===== src/srw_pkg.sv =====
// Purpose : constants and carrier types for the supervisor reset watchdog
// Assumes : 50 MHz system clock, synchronous active-low reset
// Notes   : all timing counts are derived from times in their own unit
//
// Functional notes
// - manual low or supply low starts reset
// - manual reset input is debounced internally
// - reset output held low 200 ms
// - reset low while supply flag set
// - release 200 ms after trigger clears
// - watchdog expiry never resets by itself
// - active-high reset is inverse of low
// - power-fail output follows comparator result
// - steady kick past timeout drives expiry low
// - every kick edge clears watchdog counter
// - counter held cleared during reset
// - expiry stays low until counter cleared
// - expiry forced low while supply low
// - expiry returns high when supply recovers
// - watchdog timeout is 1.6 seconds
// - new trigger restarts full hold-off
package srw_pkg;
    // ****************************************
    // timing
    // ****************************************
    localparam int unsigned CLK_HZ         = 50_000_000;
    localparam int unsigned HOLD_MS        = 200;
    localparam int unsigned WD_TIMEOUT_MS  = 1600;
    localparam int unsigned HOLD_CYCLES    = HOLD_MS * (CLK_HZ / 1000);
    localparam int unsigned WD_CYCLES      = WD_TIMEOUT_MS * (CLK_HZ / 1000);
    localparam int unsigned SYNC_STAGES    = 3;
    localparam int unsigned CNT_W          = 27;

    // ****************************************
    // reset values and types
    // ****************************************
    localparam logic RST_N_RESET = 1'h0;
    localparam logic PF_N_RESET  = 1'h1;
    localparam logic WD_N_RESET  = 1'h0;
    localparam logic LEVEL_RESET = 1'h1;
    localparam logic KICK_RESET  = 1'h0;

    typedef enum logic [1:0] {
        SRW_RUN  = 2'h1,
        SRW_HOLD = 2'h2
    } srw_state_t;

    typedef struct packed {
        logic supply_low;
        logic manual_reset_n;
        logic power_fail_sense;
        logic kick;
    } srw_inputs_t;
endpackage


===== src/srw_top.sv =====
// Purpose : reset generator, watchdog and power-fail flag for a host
// Assumes : supply flag, comparator, manual reset and kick are asynchronous
// Notes   : outputs all come from flip-flops; counts shortenable by parameter
`timescale 1ns/100ps
`default_nettype none
module srw_top #(
    parameter int unsigned HOLD_CYCLES = srw_pkg::HOLD_CYCLES,
    parameter int unsigned WD_CYCLES   = srw_pkg::WD_CYCLES
) (
    input  wire logic i_clk_sys,
    input  wire logic i_rst_n,
    input  wire logic i_supply_low,
    input  wire logic i_manual_reset_n_in,
    input  wire logic i_power_fail_sense_in,
    input  wire logic i_watchdog_kick_in,
    output var  logic o_reset_n,
    output var  logic o_reset,
    output var  logic o_power_fail_flag_n,
    output var  logic o_watchdog_expired_n
);
    localparam logic [srw_pkg::CNT_W-1:0] HOLD_LAST = srw_pkg::CNT_W'(HOLD_CYCLES - 1);
    localparam logic [srw_pkg::CNT_W-1:0] WD_LAST   = srw_pkg::CNT_W'(WD_CYCLES - 1);

    srw_pkg::srw_inputs_t  raw;
    wire srw_pkg::srw_inputs_t syn;
    srw_pkg::srw_state_t   state_r;
    logic [srw_pkg::CNT_W-1:0] hold_cnt_r;
    logic [srw_pkg::CNT_W-1:0] wd_cnt_r;
    logic                  kick_d_r;
    logic                  wd_timeout_r;
    logic                  trigger;
    logic                  kick_edge;

    assign raw = '{supply_low:       i_supply_low,
                   manual_reset_n:   i_manual_reset_n_in,
                   power_fail_sense: i_power_fail_sense_in,
                   kick:             i_watchdog_kick_in};

    // ****************************************
    // input synchronisers
    // ****************************************
    // supply flag assumed set at start so power-on still holds off
    srw_sync #(.INIT(srw_pkg::LEVEL_RESET)) u_sync_supply (
        .i_clk_sys (i_clk_sys),
        .i_rst_n   (i_rst_n),
        .i_async   (raw.supply_low),
        .o_sync    (syn.supply_low)
    );
    srw_sync #(.INIT(srw_pkg::LEVEL_RESET)) u_sync_mr (
        .i_clk_sys (i_clk_sys),
        .i_rst_n   (i_rst_n),
        .i_async   (raw.manual_reset_n),
        .o_sync    (syn.manual_reset_n)
    );
    srw_sync #(.INIT(srw_pkg::LEVEL_RESET)) u_sync_pf (
        .i_clk_sys (i_clk_sys),
        .i_rst_n   (i_rst_n),
        .i_async   (raw.power_fail_sense),
        .o_sync    (syn.power_fail_sense)
    );
    srw_sync #(.INIT(srw_pkg::KICK_RESET)) u_sync_kick (
        .i_clk_sys (i_clk_sys),
        .i_rst_n   (i_rst_n),
        .i_async   (raw.kick),
        .o_sync    (syn.kick)
    );

    // ****************************************
    // reset hold-off
    // ****************************************
    // any low manual level or supply low retriggers; switch bounce
    // only restarts the hold-off, giving debounce for free
    assign trigger = syn.supply_low | ~syn.manual_reset_n;

    // state and hold counter
    always_ff @(posedge i_clk_sys) begin
        if (!i_rst_n) begin
            state_r    <= srw_pkg::SRW_HOLD;
            hold_cnt_r <= '0;
        end else begin
            case (state_r)
                srw_pkg::SRW_RUN: begin
                    hold_cnt_r <= '0;
                    if (trigger) begin
                        state_r <= srw_pkg::SRW_HOLD;
                    end
                end
                srw_pkg::SRW_HOLD: begin
                    if (trigger) begin
                        hold_cnt_r <= '0;
                    end else if (hold_cnt_r == HOLD_LAST) begin
                        state_r    <= srw_pkg::SRW_RUN;
                        hold_cnt_r <= '0;
                    end else begin
                        hold_cnt_r <= hold_cnt_r + 1'h1;
                    end
                end
                default: begin
                    state_r    <= srw_pkg::SRW_HOLD;
                    hold_cnt_r <= '0;
                end
            endcase
        end
    end

    // reset outputs, complementary
    always_ff @(posedge i_clk_sys) begin
        if (!i_rst_n) begin
            o_reset_n <= srw_pkg::RST_N_RESET;
            o_reset   <= ~srw_pkg::RST_N_RESET;
        end else begin
            o_reset_n <= (state_r == srw_pkg::SRW_RUN) & ~trigger;
            o_reset   <= ~((state_r == srw_pkg::SRW_RUN) & ~trigger);
        end
    end

    // ****************************************
    // power-fail flag
    // ****************************************
    // sense input high means above threshold
    always_ff @(posedge i_clk_sys) begin
        if (!i_rst_n) begin
            o_power_fail_flag_n <= srw_pkg::PF_N_RESET;
        end else begin
            o_power_fail_flag_n <= syn.power_fail_sense;
        end
    end

    // ****************************************
    // watchdog
    // ****************************************
    // kick edge detect on the synchronised level
    always_ff @(posedge i_clk_sys) begin
        if (!i_rst_n) begin
            kick_d_r <= srw_pkg::KICK_RESET;
        end else begin
            kick_d_r <= syn.kick;
        end
    end

    assign kick_edge = syn.kick ^ kick_d_r;

    // timeout counter, cleared by edges and by reset
    always_ff @(posedge i_clk_sys) begin
        if (!i_rst_n) begin
            wd_cnt_r     <= '0;
            wd_timeout_r <= 1'h0;
        end else if (kick_edge || !o_reset_n) begin
            wd_cnt_r     <= '0;
            wd_timeout_r <= 1'h0;
        end else if (wd_cnt_r == WD_LAST) begin
            wd_timeout_r <= 1'h1;
        end else begin
            wd_cnt_r <= wd_cnt_r + 1'h1;
        end
    end

    // expiry output; supply low overrides, drops at once on recovery
    always_ff @(posedge i_clk_sys) begin
        if (!i_rst_n) begin
            o_watchdog_expired_n <= srw_pkg::WD_N_RESET;
        end else begin
            o_watchdog_expired_n <= ~syn.supply_low & ~wd_timeout_r;
        end
    end
endmodule
`default_nettype wire


===== src/srw_sync.sv =====
// Purpose : three-stage synchroniser for one asynchronous input
// Assumes : single clock domain
// Notes   : output changes only when stages two and three agree
`timescale 1ns/100ps
`default_nettype none
module srw_sync #(
    parameter logic INIT = 1'h1
) (
    input  wire logic i_clk_sys,
    input  wire logic i_rst_n,
    input  wire logic i_async,
    output var  logic o_sync
);
    logic [2:0] stage_r;

    // ****************************************
    // chain and agreement filter
    // ****************************************
    // shift chain; first stage feeds only the second
    always_ff @(posedge i_clk_sys) begin
        if (!i_rst_n) begin
            stage_r <= {3{INIT}};
        end else begin
            stage_r <= {stage_r[1:0], i_async};
        end
    end

    // accept a change once stages two and three agree
    always_ff @(posedge i_clk_sys) begin
        if (!i_rst_n) begin
            o_sync <= INIT;
        end else if (stage_r[1] == stage_r[2]) begin
            o_sync <= stage_r[2];
        end
    end
endmodule
`default_nettype wire


===== config.mk =====
export PLATFORM = sky130hd
export DESIGN_NAME = srw_top
export DESIGN_NICKNAME = d
export VERILOG_FILES = /design/src/srw_pkg.sv /design/src/srw_top.sv /design/src/srw_sync.sv
export SDC_FILE = /design/constraint.sdc
export NUM_CORES = 1
export LEC_CHECK = 0
export ABC_AREA = 0
export BUFFER_PORTS_ARGS = -buffer_cell sky130_fd_sc_hd__buf_2
export CELL_PAD_IN_SITES_DETAIL_PLACEMENT = 0
export CELL_PAD_IN_SITES_GLOBAL_PLACEMENT = 1
export CORE_AREA = 2 2 92 94
export CTS_CLUSTER_DIAMETER = 50
export DETAILED_ROUTE_END_ITERATION = 8
export DIE_AREA = 0 0 94 96
export GPL_TIMING_DRIVEN = 1
export HOLD_SLACK_MARGIN = 0.05
export PLACE_DENSITY = 0.79
export SLEW_MARGIN = 0
export SYNTH_ARGS = -nofsm -noshare
export SYNTH_HDL_FRONTEND = slang
export SYNTH_SLANG_ARGS = --single-unit

===== constraint.sdc =====
create_clock -name i_clk_sys -period 1.9 [get_ports i_clk_sys]
set_clock_uncertainty 0.15 [all_clocks]
set_input_delay 0.38 -clock i_clk_sys [delete_from_list [all_inputs] [get_ports i_clk_sys]]
set_output_delay 0.38 -clock i_clk_sys [all_outputs]
set_load 0.02 [all_outputs]

# [Word-level counts from Yosys, hierarchy flattened]
# Cells that the tools add are included.
[word_totals] register_bits=78 elab_cells=50 out_inout_bits=4 inputBits=6
[op_classes] n_reduce_logical=5 n_eq_ne=11 bitwise_logic=11 n_addsub=2 mux=4
[ops] op="$add 27x1->27 const B" count=2
[ops] op="$eq 27x24->1 const B" count=1
[ops] op="$eq 27x27->1 const B" count=1
[ops] op="$not 1->1" count=7
[ops] op="$mux 2" count=3
[ops] op="$ne 2x2->1 const B" count=3
[ops] op="$eq 1x1->1" count=4
[ops] op="$pmux 2 s2" count=1
[ops] op="$reduce_or 4->1" count=1
[ops] op="$reduce_and 3->1" count=1
[ops] op="$and 1x1->1" count=2
[ops] op="$eq 2x1->1 const B" count=1
[ops] op="$eq 2x2->1 const B" count=1
[ops] op="$reduce_or 2->1" count=1
[ops] op="$logic_not 1->1" count=1
[ops] op="$logic_or 1x1->1" count=1
[ops] op="$or 1x1->1" count=1
[ops] op="$xor 1x1->1" count=1

# [Depth between registers and ports, before layout]
# Gate-level depths: netlist of run 1.
[logic_depth] word_depth=5 mapped_depth=7 mapped_depth_nobuf=6

# [By module]
# From an unflattened synthesis of run 1, not the netlist that was laid out.
[unflattened] hier_cells=348 hier_area_um2=3188.1
[by_module_without_submodules] module="srw_top" area_each_um2=2733.9 seq_area_each_um2=1241.2 instances=1 cells_per_inst=308
[by_module_without_submodules] module="srw_sync at u_sync_mr ..." area_each_um2=112.6 seq_area_each_um2=80.1 instances=3 cells_per_inst=10
[by_module_without_submodules] module="srw_sync at u_sync_kick" area_each_um2=116.4 seq_area_each_um2=80.1 instances=1 cells_per_inst=10

# [Least setup slack after synthesis of run 1]
# Ideal clock, no wire load.
[synth_path] path_kind="register -> register" from="register wd_cnt_r[16] in the netlist's numbering" to="register wd_cnt_r[2] in the netlist's numbering" t_arrival_ns=1.564 period_less_slack_ns=1.845 path_stages_with_launch=7 slack_ns=0.055 path_buffers=1 path_cell_list="dfxtp_1 -> or4_4 -> nor3_4 -> and3_4 -> buf_12 -> or3_1 -> a21oi_1"
[synth_between] elab_chain_cells=1
[synth_lines] element="start, declared" line_no="srw_top.sv:28" rtl="logic [srw_pkg::CNT_W-1:0] wd_cnt_r;"
[synth_lines] element="start signal, assigned" line_no="srw_top.sv:154" rtl="wd_cnt_r <= wd_cnt_r + 1'h1;"
[synth_lines] element="$eq 27x27->1" line_no="srw_top.sv:151" rtl="end else if (wd_cnt_r == WD_LAST) begin"
# No other way between the ends.
# A chain may end at the register's enable or synchronous reset.

# [Worst setup path in the final report of run 1]
[layout_path] from="register wd_cnt_r[20] in the netlist's numbering" to="register wd_cnt_r[6] in the netlist's numbering"
# The elaborated chain is that of the path after synthesis.

==> metrics.yaml, run 1 <==
synth_area_um2: 3332
ir_drop_v: 0.0004545
initial_core_util_pct: 41.38
cts_root_buf: "clkbuf_8"
synthesis.nets: 364
slew_viol_final: 0
port_buffers: 9
rows: 33
holdWs_ns: 0.09173
clock_sinks: 78
drive_above_1_share_pct: 24.15
antenna_left: 0
finalHoldViolCount: 0
stdcell_count: 519
failed_checks: "setup timing"
first_iter_violations: 84
grt_usage_pct: 14.84
max_freq_mhz: 524.5
htreeDepth: 3
cp_slowest_cell: "or4b_4"
status: "finished, violations left"
layout_commonest_cell: "dfxtp_1"
crit_path_start_kind: "flop"
synth_cell_type_count: 49
final_cell_mix: "dfxtp_1, nor2_1, buf_4"
antennaDiodeCount: 0
vias: 2570
detail_route.wl_per_cell_um: 12.23
cp_max_fo: 7
synth-main-ff-cell: "dfxtp_1"
maxCapViolCount: 0
tritoncts: "done"
async_flop_share_pct: 0
io_pins: 10
worst_ep_arrival_time_ns: 2.03
worstSetupPathType: "flop to flop"
wirelength_mm: 6.346
nets: 417
utilization_pct: 50.12
cp_top_family: "simple AND/OR/NAND/NOR gates"
synthCells: 356
slowest_delay_ns: 0.53
rsz0062_at_grt: "true"
grt_antenna_before_repair: 0
post-place-ws_ns: 0.001028
yosys_warnings: 0
grt_max_degree: 28
hold_path_class: "input pin to flop"
drc: 0
cp_cell_sequence: "or4b_4 -> nor3_4 -> buf_4 -> and3_4 -> o21ai_2 -> a21oi_1"
setup_viol: 1
dr.pass1.iters: 4
finalCritPeriodShare_pct: 100.3
cts_buffer_depth: 2
synth_area_leaders: "dfxtp_1, xor2_1, nor2_1"
clk_latency_ns: 0.35
yosysTopAreaCellShare_pct: 46.86
cellPowerDensity_nw_per_um2: 717.4
coreArea_um2: 8051
finalWorstSetupSlack_ns: -0.006582
globalplace.congestion: 0.7639
finalPower_mw: 2.895
synth_edf_count: 0
synth_seq_cells: 78
die_h_um: 96
avgSynthCellArea_um2: 9.359
required_ns: 2.02
dp_hpwl_mm: 4.311
grt_pass1_vias: 2403
leakagePower_nw: 1.411
worst_pin_slew_ns: 0.6771
slew_headroom_pct: 54.76
finalCriticalPeriod_ns: 1.907
cts-buffers-inserted: 9
grt_pass1_wl_mm: 10.61
die_w_um: 94
die-area_um2: 9024
grt_overflow: 0
place_inst: 496
yosysSeqAreaShare_pct: 46.86
path_clk_slew_ns: 0.08
critPathBufInv: 1
area_growth_pct: 21.10
via_per_inst: 4.952
yosys.area.top_type: "dfxtp_1"
end_kind: "flop"
layer usage:
layer,vias to the layer above,wire (um),part of all wire (%),global-route usage (%)
li1,1338,-,-,-
met1,1204,3044,48,17.82
met2,21,3050,48,25.36
met3,7,164,2.6,4.229
met4,0,88,1.4,5.435
met5,-,0,0,0
synth_stat cells (7+ instances only):
master and count:
a21oi_1 9, nand4_1 20, nor2_1 56, or3_1 7
inv_1 7, xor2_1 25, and2_1 7, nand2b_1 11
nand3_1 21, nand2_1 17, dfxtp_1 78, xnor2_1 18
and3_1 8
power breakdown:
group          total (mW)  switching, mW  internal [mW]  leakage [nW]
sequential           1.65        0.00380           1.64         0.632
clock                1.22          0.615          0.608        0.0956
combinational      0.0255         0.0101         0.0155         0.683
total                2.89          0.629           2.27          1.41
what timing repair did:
item,4_1_cts,5_1_grt
pin swaps,1,15
buffers inserted,0,3
endpoints found under the setup margin,9,31
endpoints found under the hold margin,3,0
resized for setup,2,13
hold buffers,3,0
cloned,1,0
registers in the layout, summed over array words and instances, names as in the netlist, 2 cells and up:
name	count
u_sync_supply.stage_r	3
u_sync_mr.stage_r	3
wd_cnt_r	27
u_sync_kick.stage_r	3
hold_cnt_r	27
u_sync_pf.stage_r	3
state_r	2
layout make-up:
| cell class | count | area [um^2] |
|---|---|---|
| Multi-Input combinational cell | 260 | 1730 |
| Sequential cell | 78 | 1568 |
| Fill cell | 768 | 4016 |
| Inverter | 7 | 26.28 |
| Timing Repair Buffer | 53 | 382.9 |
| Clock inverter | 7 | 72.57 |
| Clock buffer | 9 | 123.9 |
| Tap cell | 105 | 131.4 |
logic make-up after synthesis:
family	count (synthesis)	synth area share [%]
mux	2	0.6009
fa+ha+maj	2	0.7509
buf+inv	19	3.192
flops	78	46.86
xor+xnor	43	11.30
compound gates	25	4.844
simple gates	187	32.44
path summary, 6_finish.rpt:
path / start / endpoint / slack, ns / cells past startpoint
hold / removal: i_watchdog_kick_in / u_sync_kick.stage_r[0]$_SDFF_PN0_ / 0.09 / 2
setup / recovery: wd_cnt_r[20]$_SDFFE_PP0P_ / wd_cnt_r[6]$_SDFFE_PP0P_ / -0.007 / 6
setup reg to reg: wd_cnt_r[20]$_SDFFE_PP0P_ / wd_cnt_r[6]$_SDFFE_PP0P_ / -0.007 / 6
hold reg to reg: u_sync_supply.stage_r[0]$_SDFF_PN1_ / u_sync_supply.stage_r[1]$_SDFF_PN1_ / 0.26 / 1
per-stage QoR:
step | setup TNS [ns] | instance area (um^2)
CTS | -0.008379 | 3960
detailed placement | 0 | 3714
global route | -0.2714 | 4035
finish | -0.006582 | 4035
floorplan | 0 | 3332
global placement | 0 | 3714
No activity file was read; power rests on OpenSTA's default activity.
==> run 2, diff against run 1 <==
--- a/config.mk
+++ b/config.mk
@@ -6,17 +6,19 @@
 export NUM_CORES = 1
 export LEC_CHECK = 0
 export ABC_AREA = 0
+export ABC_CLOCK_PERIOD_IN_PS = 1900
 export BUFFER_PORTS_ARGS = -buffer_cell sky130_fd_sc_hd__buf_2
-export CELL_PAD_IN_SITES_DETAIL_PLACEMENT = 0
+export CELL_PAD_IN_SITES_DETAIL_PLACEMENT = 1
 export CELL_PAD_IN_SITES_GLOBAL_PLACEMENT = 1
-export CORE_AREA = 2 2 92 94
+export CORE_AREA = 2 2 90 92
 export CTS_CLUSTER_DIAMETER = 50
 export DETAILED_ROUTE_END_ITERATION = 8
-export DIE_AREA = 0 0 94 96
+export DIE_AREA = 0 0 92 94
 export GPL_TIMING_DRIVEN = 1
 export HOLD_SLACK_MARGIN = 0.05
-export PLACE_DENSITY = 0.79
+export PLACE_DENSITY = 0.8
 export SLEW_MARGIN = 0
 export SYNTH_ARGS = -nofsm -noshare
 export SYNTH_HDL_FRONTEND = slang
+export SYNTH_HIERARCHICAL = 1
 export SYNTH_SLANG_ARGS = --single-unit
==> run 2 against run 1 <==
The run now ends clean. Final area is 3.3% lower. Hold slack lost 0.027 ns. Core utilization up 1.2 points. Clock power grew 9%. Sequential cell count is the same. Via count grew 0.54%. Synthesized cell count shrank 2.2%. Highest routed layer unchanged.
==> metrics.yaml, run 2 <==
status: "completed"
cp_cell_sequence: "or4b_4 -> nor4_4 -> and2_4 -> buf_6 -> or4_1 -> nand2_1"
hold_path_class: "input pin to flop"
dpl_cell_area_um2: 3596  # -3.2%
initial_core_util_pct: 41.91  # +0.52 points
setup_viol: 0  # -1
antennaDiodeCount: 0  # unchanged
synthTopCellsByCount: "dfxtp_1, nor2_1, xor2_1"
synth_area_um2: 3188  # -4.3%
synthCells: 348  # -2.2%
stdcell_area_um2: 3902  # -3.3%
grt_overflow: 0  # unchanged
maxCapViolCount: 0  # unchanged
detail_route.wl_per_cell_um: 14.62  # +20%
holdWs_ns: 0.06451  # -0.02722 ns
synth_cell_type_count: 38  # -22%
via_per_inst: 5.117  # +3.3%
slew_headroom_pct: 73.26  # +18 points
globalplace.congestion: 0.8146  # +6.6%
antenna_left: 0  # unchanged
yosysTopAreaCellShare_pct: 48.98  # +2.1 points
slew_viol_final: 0  # unchanged
post-place-ws_ns: -0.1019  # -0.1030 ns
cellPowerDensity_nw_per_um2: 770.1  # +7.3%
ir_drop_v: 0.0004242  # -6.7%
htreeDepth: 3  # unchanged
drc: 0  # unchanged
stdcell_count: 505  # -2.7%
cp_slowest_cell: "or4b_4"
cts-buffers-inserted: 9  # unchanged
cts_buffer_depth: 2  # unchanged
area_growth_pct: 22.41
path_clk_slew_ns: 0.10  # +0.02 ns
crit_path_start_kind: "flop"
die-area_um2: 8648  # -4.2%
place_inst: 485  # -2.2%
tritoncts: "done"
first_iter_violations: 48  # -43%
final_cell_mix: "dfxtp_1, nor2_1, buf_4"
clock_sinks: 78  # unchanged
utilization_pct: 51.30  # +1.2 points
dr.pass1.iters: 4  # unchanged
yosys_warnings: 6  # +6
worst_pin_slew_ns: 0.4003  # -0.2768 ns
required_ns: 2.01  # about the same
max_freq_mhz: 550.2  # +4.9%
leakagePower_nw: 1.347  # -4.5%
rows: 32  # -3.0%
coreArea_um2: 7607  # -5.5%
grt_pass1_wl_mm: 13.21  # +25%
grt_antenna_before_repair: 0  # unchanged
die_h_um: 94  # -2.1%
die_w_um: 92  # -2.1%
synth_edf_count: 0  # unchanged
synth_seq_cells: 78  # unchanged
clk_latency_ns: 0.36  # about the same
dp_hpwl_mm: 5.164  # +20%
end_kind: "flop"
finalWorstSetupSlack_ns: 0.08251  # +0.08909 ns
synth_area_leaders: "dfxtp_1, xor2_1, nor2_1"
vias: 2584  # +0.54%
n_fill_cell: 917  # +19%
finalCriticalPeriod_ns: 1.817  # -0.08909 ns
worst_ep_arrival_time_ns: 1.93  # -0.10 ns
setup_tns_ns: 0  # +0.006582 ns
yosysSeqAreaShare_pct: 48.98  # +2.1 points
finalHoldViolCount: 0  # unchanged
cp_max_fo: 7  # unchanged
rsz0062_at_grt: "true"
io_pins: 10  # unchanged
finalCritPeriodShare_pct: 95.66  # -4.7 points
drive_above_1_share_pct: 20.35  # -3.8 points
cts_root_buf: "clkbuf_8"
nets: 406  # -2.6%
grt_pass1_vias: 2810  # +17%
grt_max_degree: 28  # unchanged
synthesis.nets: 356  # -2.2%
avgSynthCellArea_um2: 9.161  # -2.1%
synth_most_common_cell: "dfxtp_1"
wirelength_mm: 7.383  # +16%
reg_top3: "hold_cnt_r x27, wd_cnt_r x27"
layout_commonest_cell: "dfxtp_1"
slowest_delay_ns: 0.54  # about the same
synth-main-ff-cell: "dfxtp_1"
async_flop_share_pct: 0  # unchanged
yosys.area.top_type: "dfxtp_1"
finalPower_mw: 3.005  # +3.8%
worstSetupPathType: "flop to flop"
grt_usage_pct: 18.99  # +4.2 points
port_buffers: 9  # unchanged
## run 2: path summary, 6_finish.rpt
path / start / endpoint / slack (ns) / depth (start not counted)
setup / recovery: wd_cnt_r[24]$_SDFFE_PP0P_ / wd_cnt_r[8]$_SDFFE_PP0P_ / 0.08 / 6
hold / removal: i_manual_reset_n_in / u_sync_mr/stage_r[0]$_SDFF_PN1_ / 0.06 / 2
setup reg to reg: wd_cnt_r[24]$_SDFFE_PP0P_ / wd_cnt_r[8]$_SDFFE_PP0P_ / 0.08 / 6
hold reg to reg: u_sync_pf/stage_r[0]$_SDFF_PN1_ / u_sync_pf/stage_r[1]$_SDFF_PN1_ / 0.28 / 1
## run 2: final cells by class
| class | instances | area, um^2 | share of cell area [%] |
|---|---|---|---|
| multi-input cells | 255 | 1622 | 41.55 |
| flip-flops and latches | 78 | 1565 | 40.11 |
| well taps | 102 | 127.6 | 3.270 |
| clock inverters | 7 | 86.33 | 2.212 |
| clock buffers | 9 | 123.9 | 3.174 |
| repair buffers | 47 | 351.6 | 9.009 |
| inverters | 7 | 26.28 | 0.6733 |
## run 2: report_power, final
group	internal, mW	leakage, nW	switching (mW)
registers	1.64	0.632	0.00452
logic	0.0144	0.610	0.0104
clock network	0.639	0.105	0.693
## run 2: repair_timing
action,in CTS,in global routing
endpoints found under the setup margin,31,39
endpoints found under the hold margin,2,0
pin swaps,1,4
resized for setup,3,11
hold buffers,2,0
buffers inserted,0,2
## run 2: cell families (layout without fill, tap and decap cells)
family / after synthesis / in the layout / synth area share [%]
DFF: 78 / 78 / 48.98
adders and majority gates: 2 / 2 / 0.7848
xor gates and xnor gates: 46 / 46 / 12.64
muxes: 1 / 1 / 0.3140
and+or+nand+nor: 182 / 182 / 31.08
buffers and inverters: 15 / 70 / 2.119
AOI/OAI and AO/OA: 24 / 24 / 4.082
## run 2: routing by layer
metal / track usage (%) / wire (um) / up-vias
met5: 0 / 0 / -
met2: 32.97 / 3782 / 19
li1: - / - / 1297
met3: 4.013 / 161 / 9
met4: 6.468 / 98 / 0
met1: 23.46 / 3341 / 1259
## run 2: critical path, delay by kind of cell, from the launching register on
| family | cells | cell delay, ns |
|---|---|---|
| simple gates | 5 | 1.11 |
| flops | 1 | 0.35 |
| buf+inv | 1 | 0.11 |
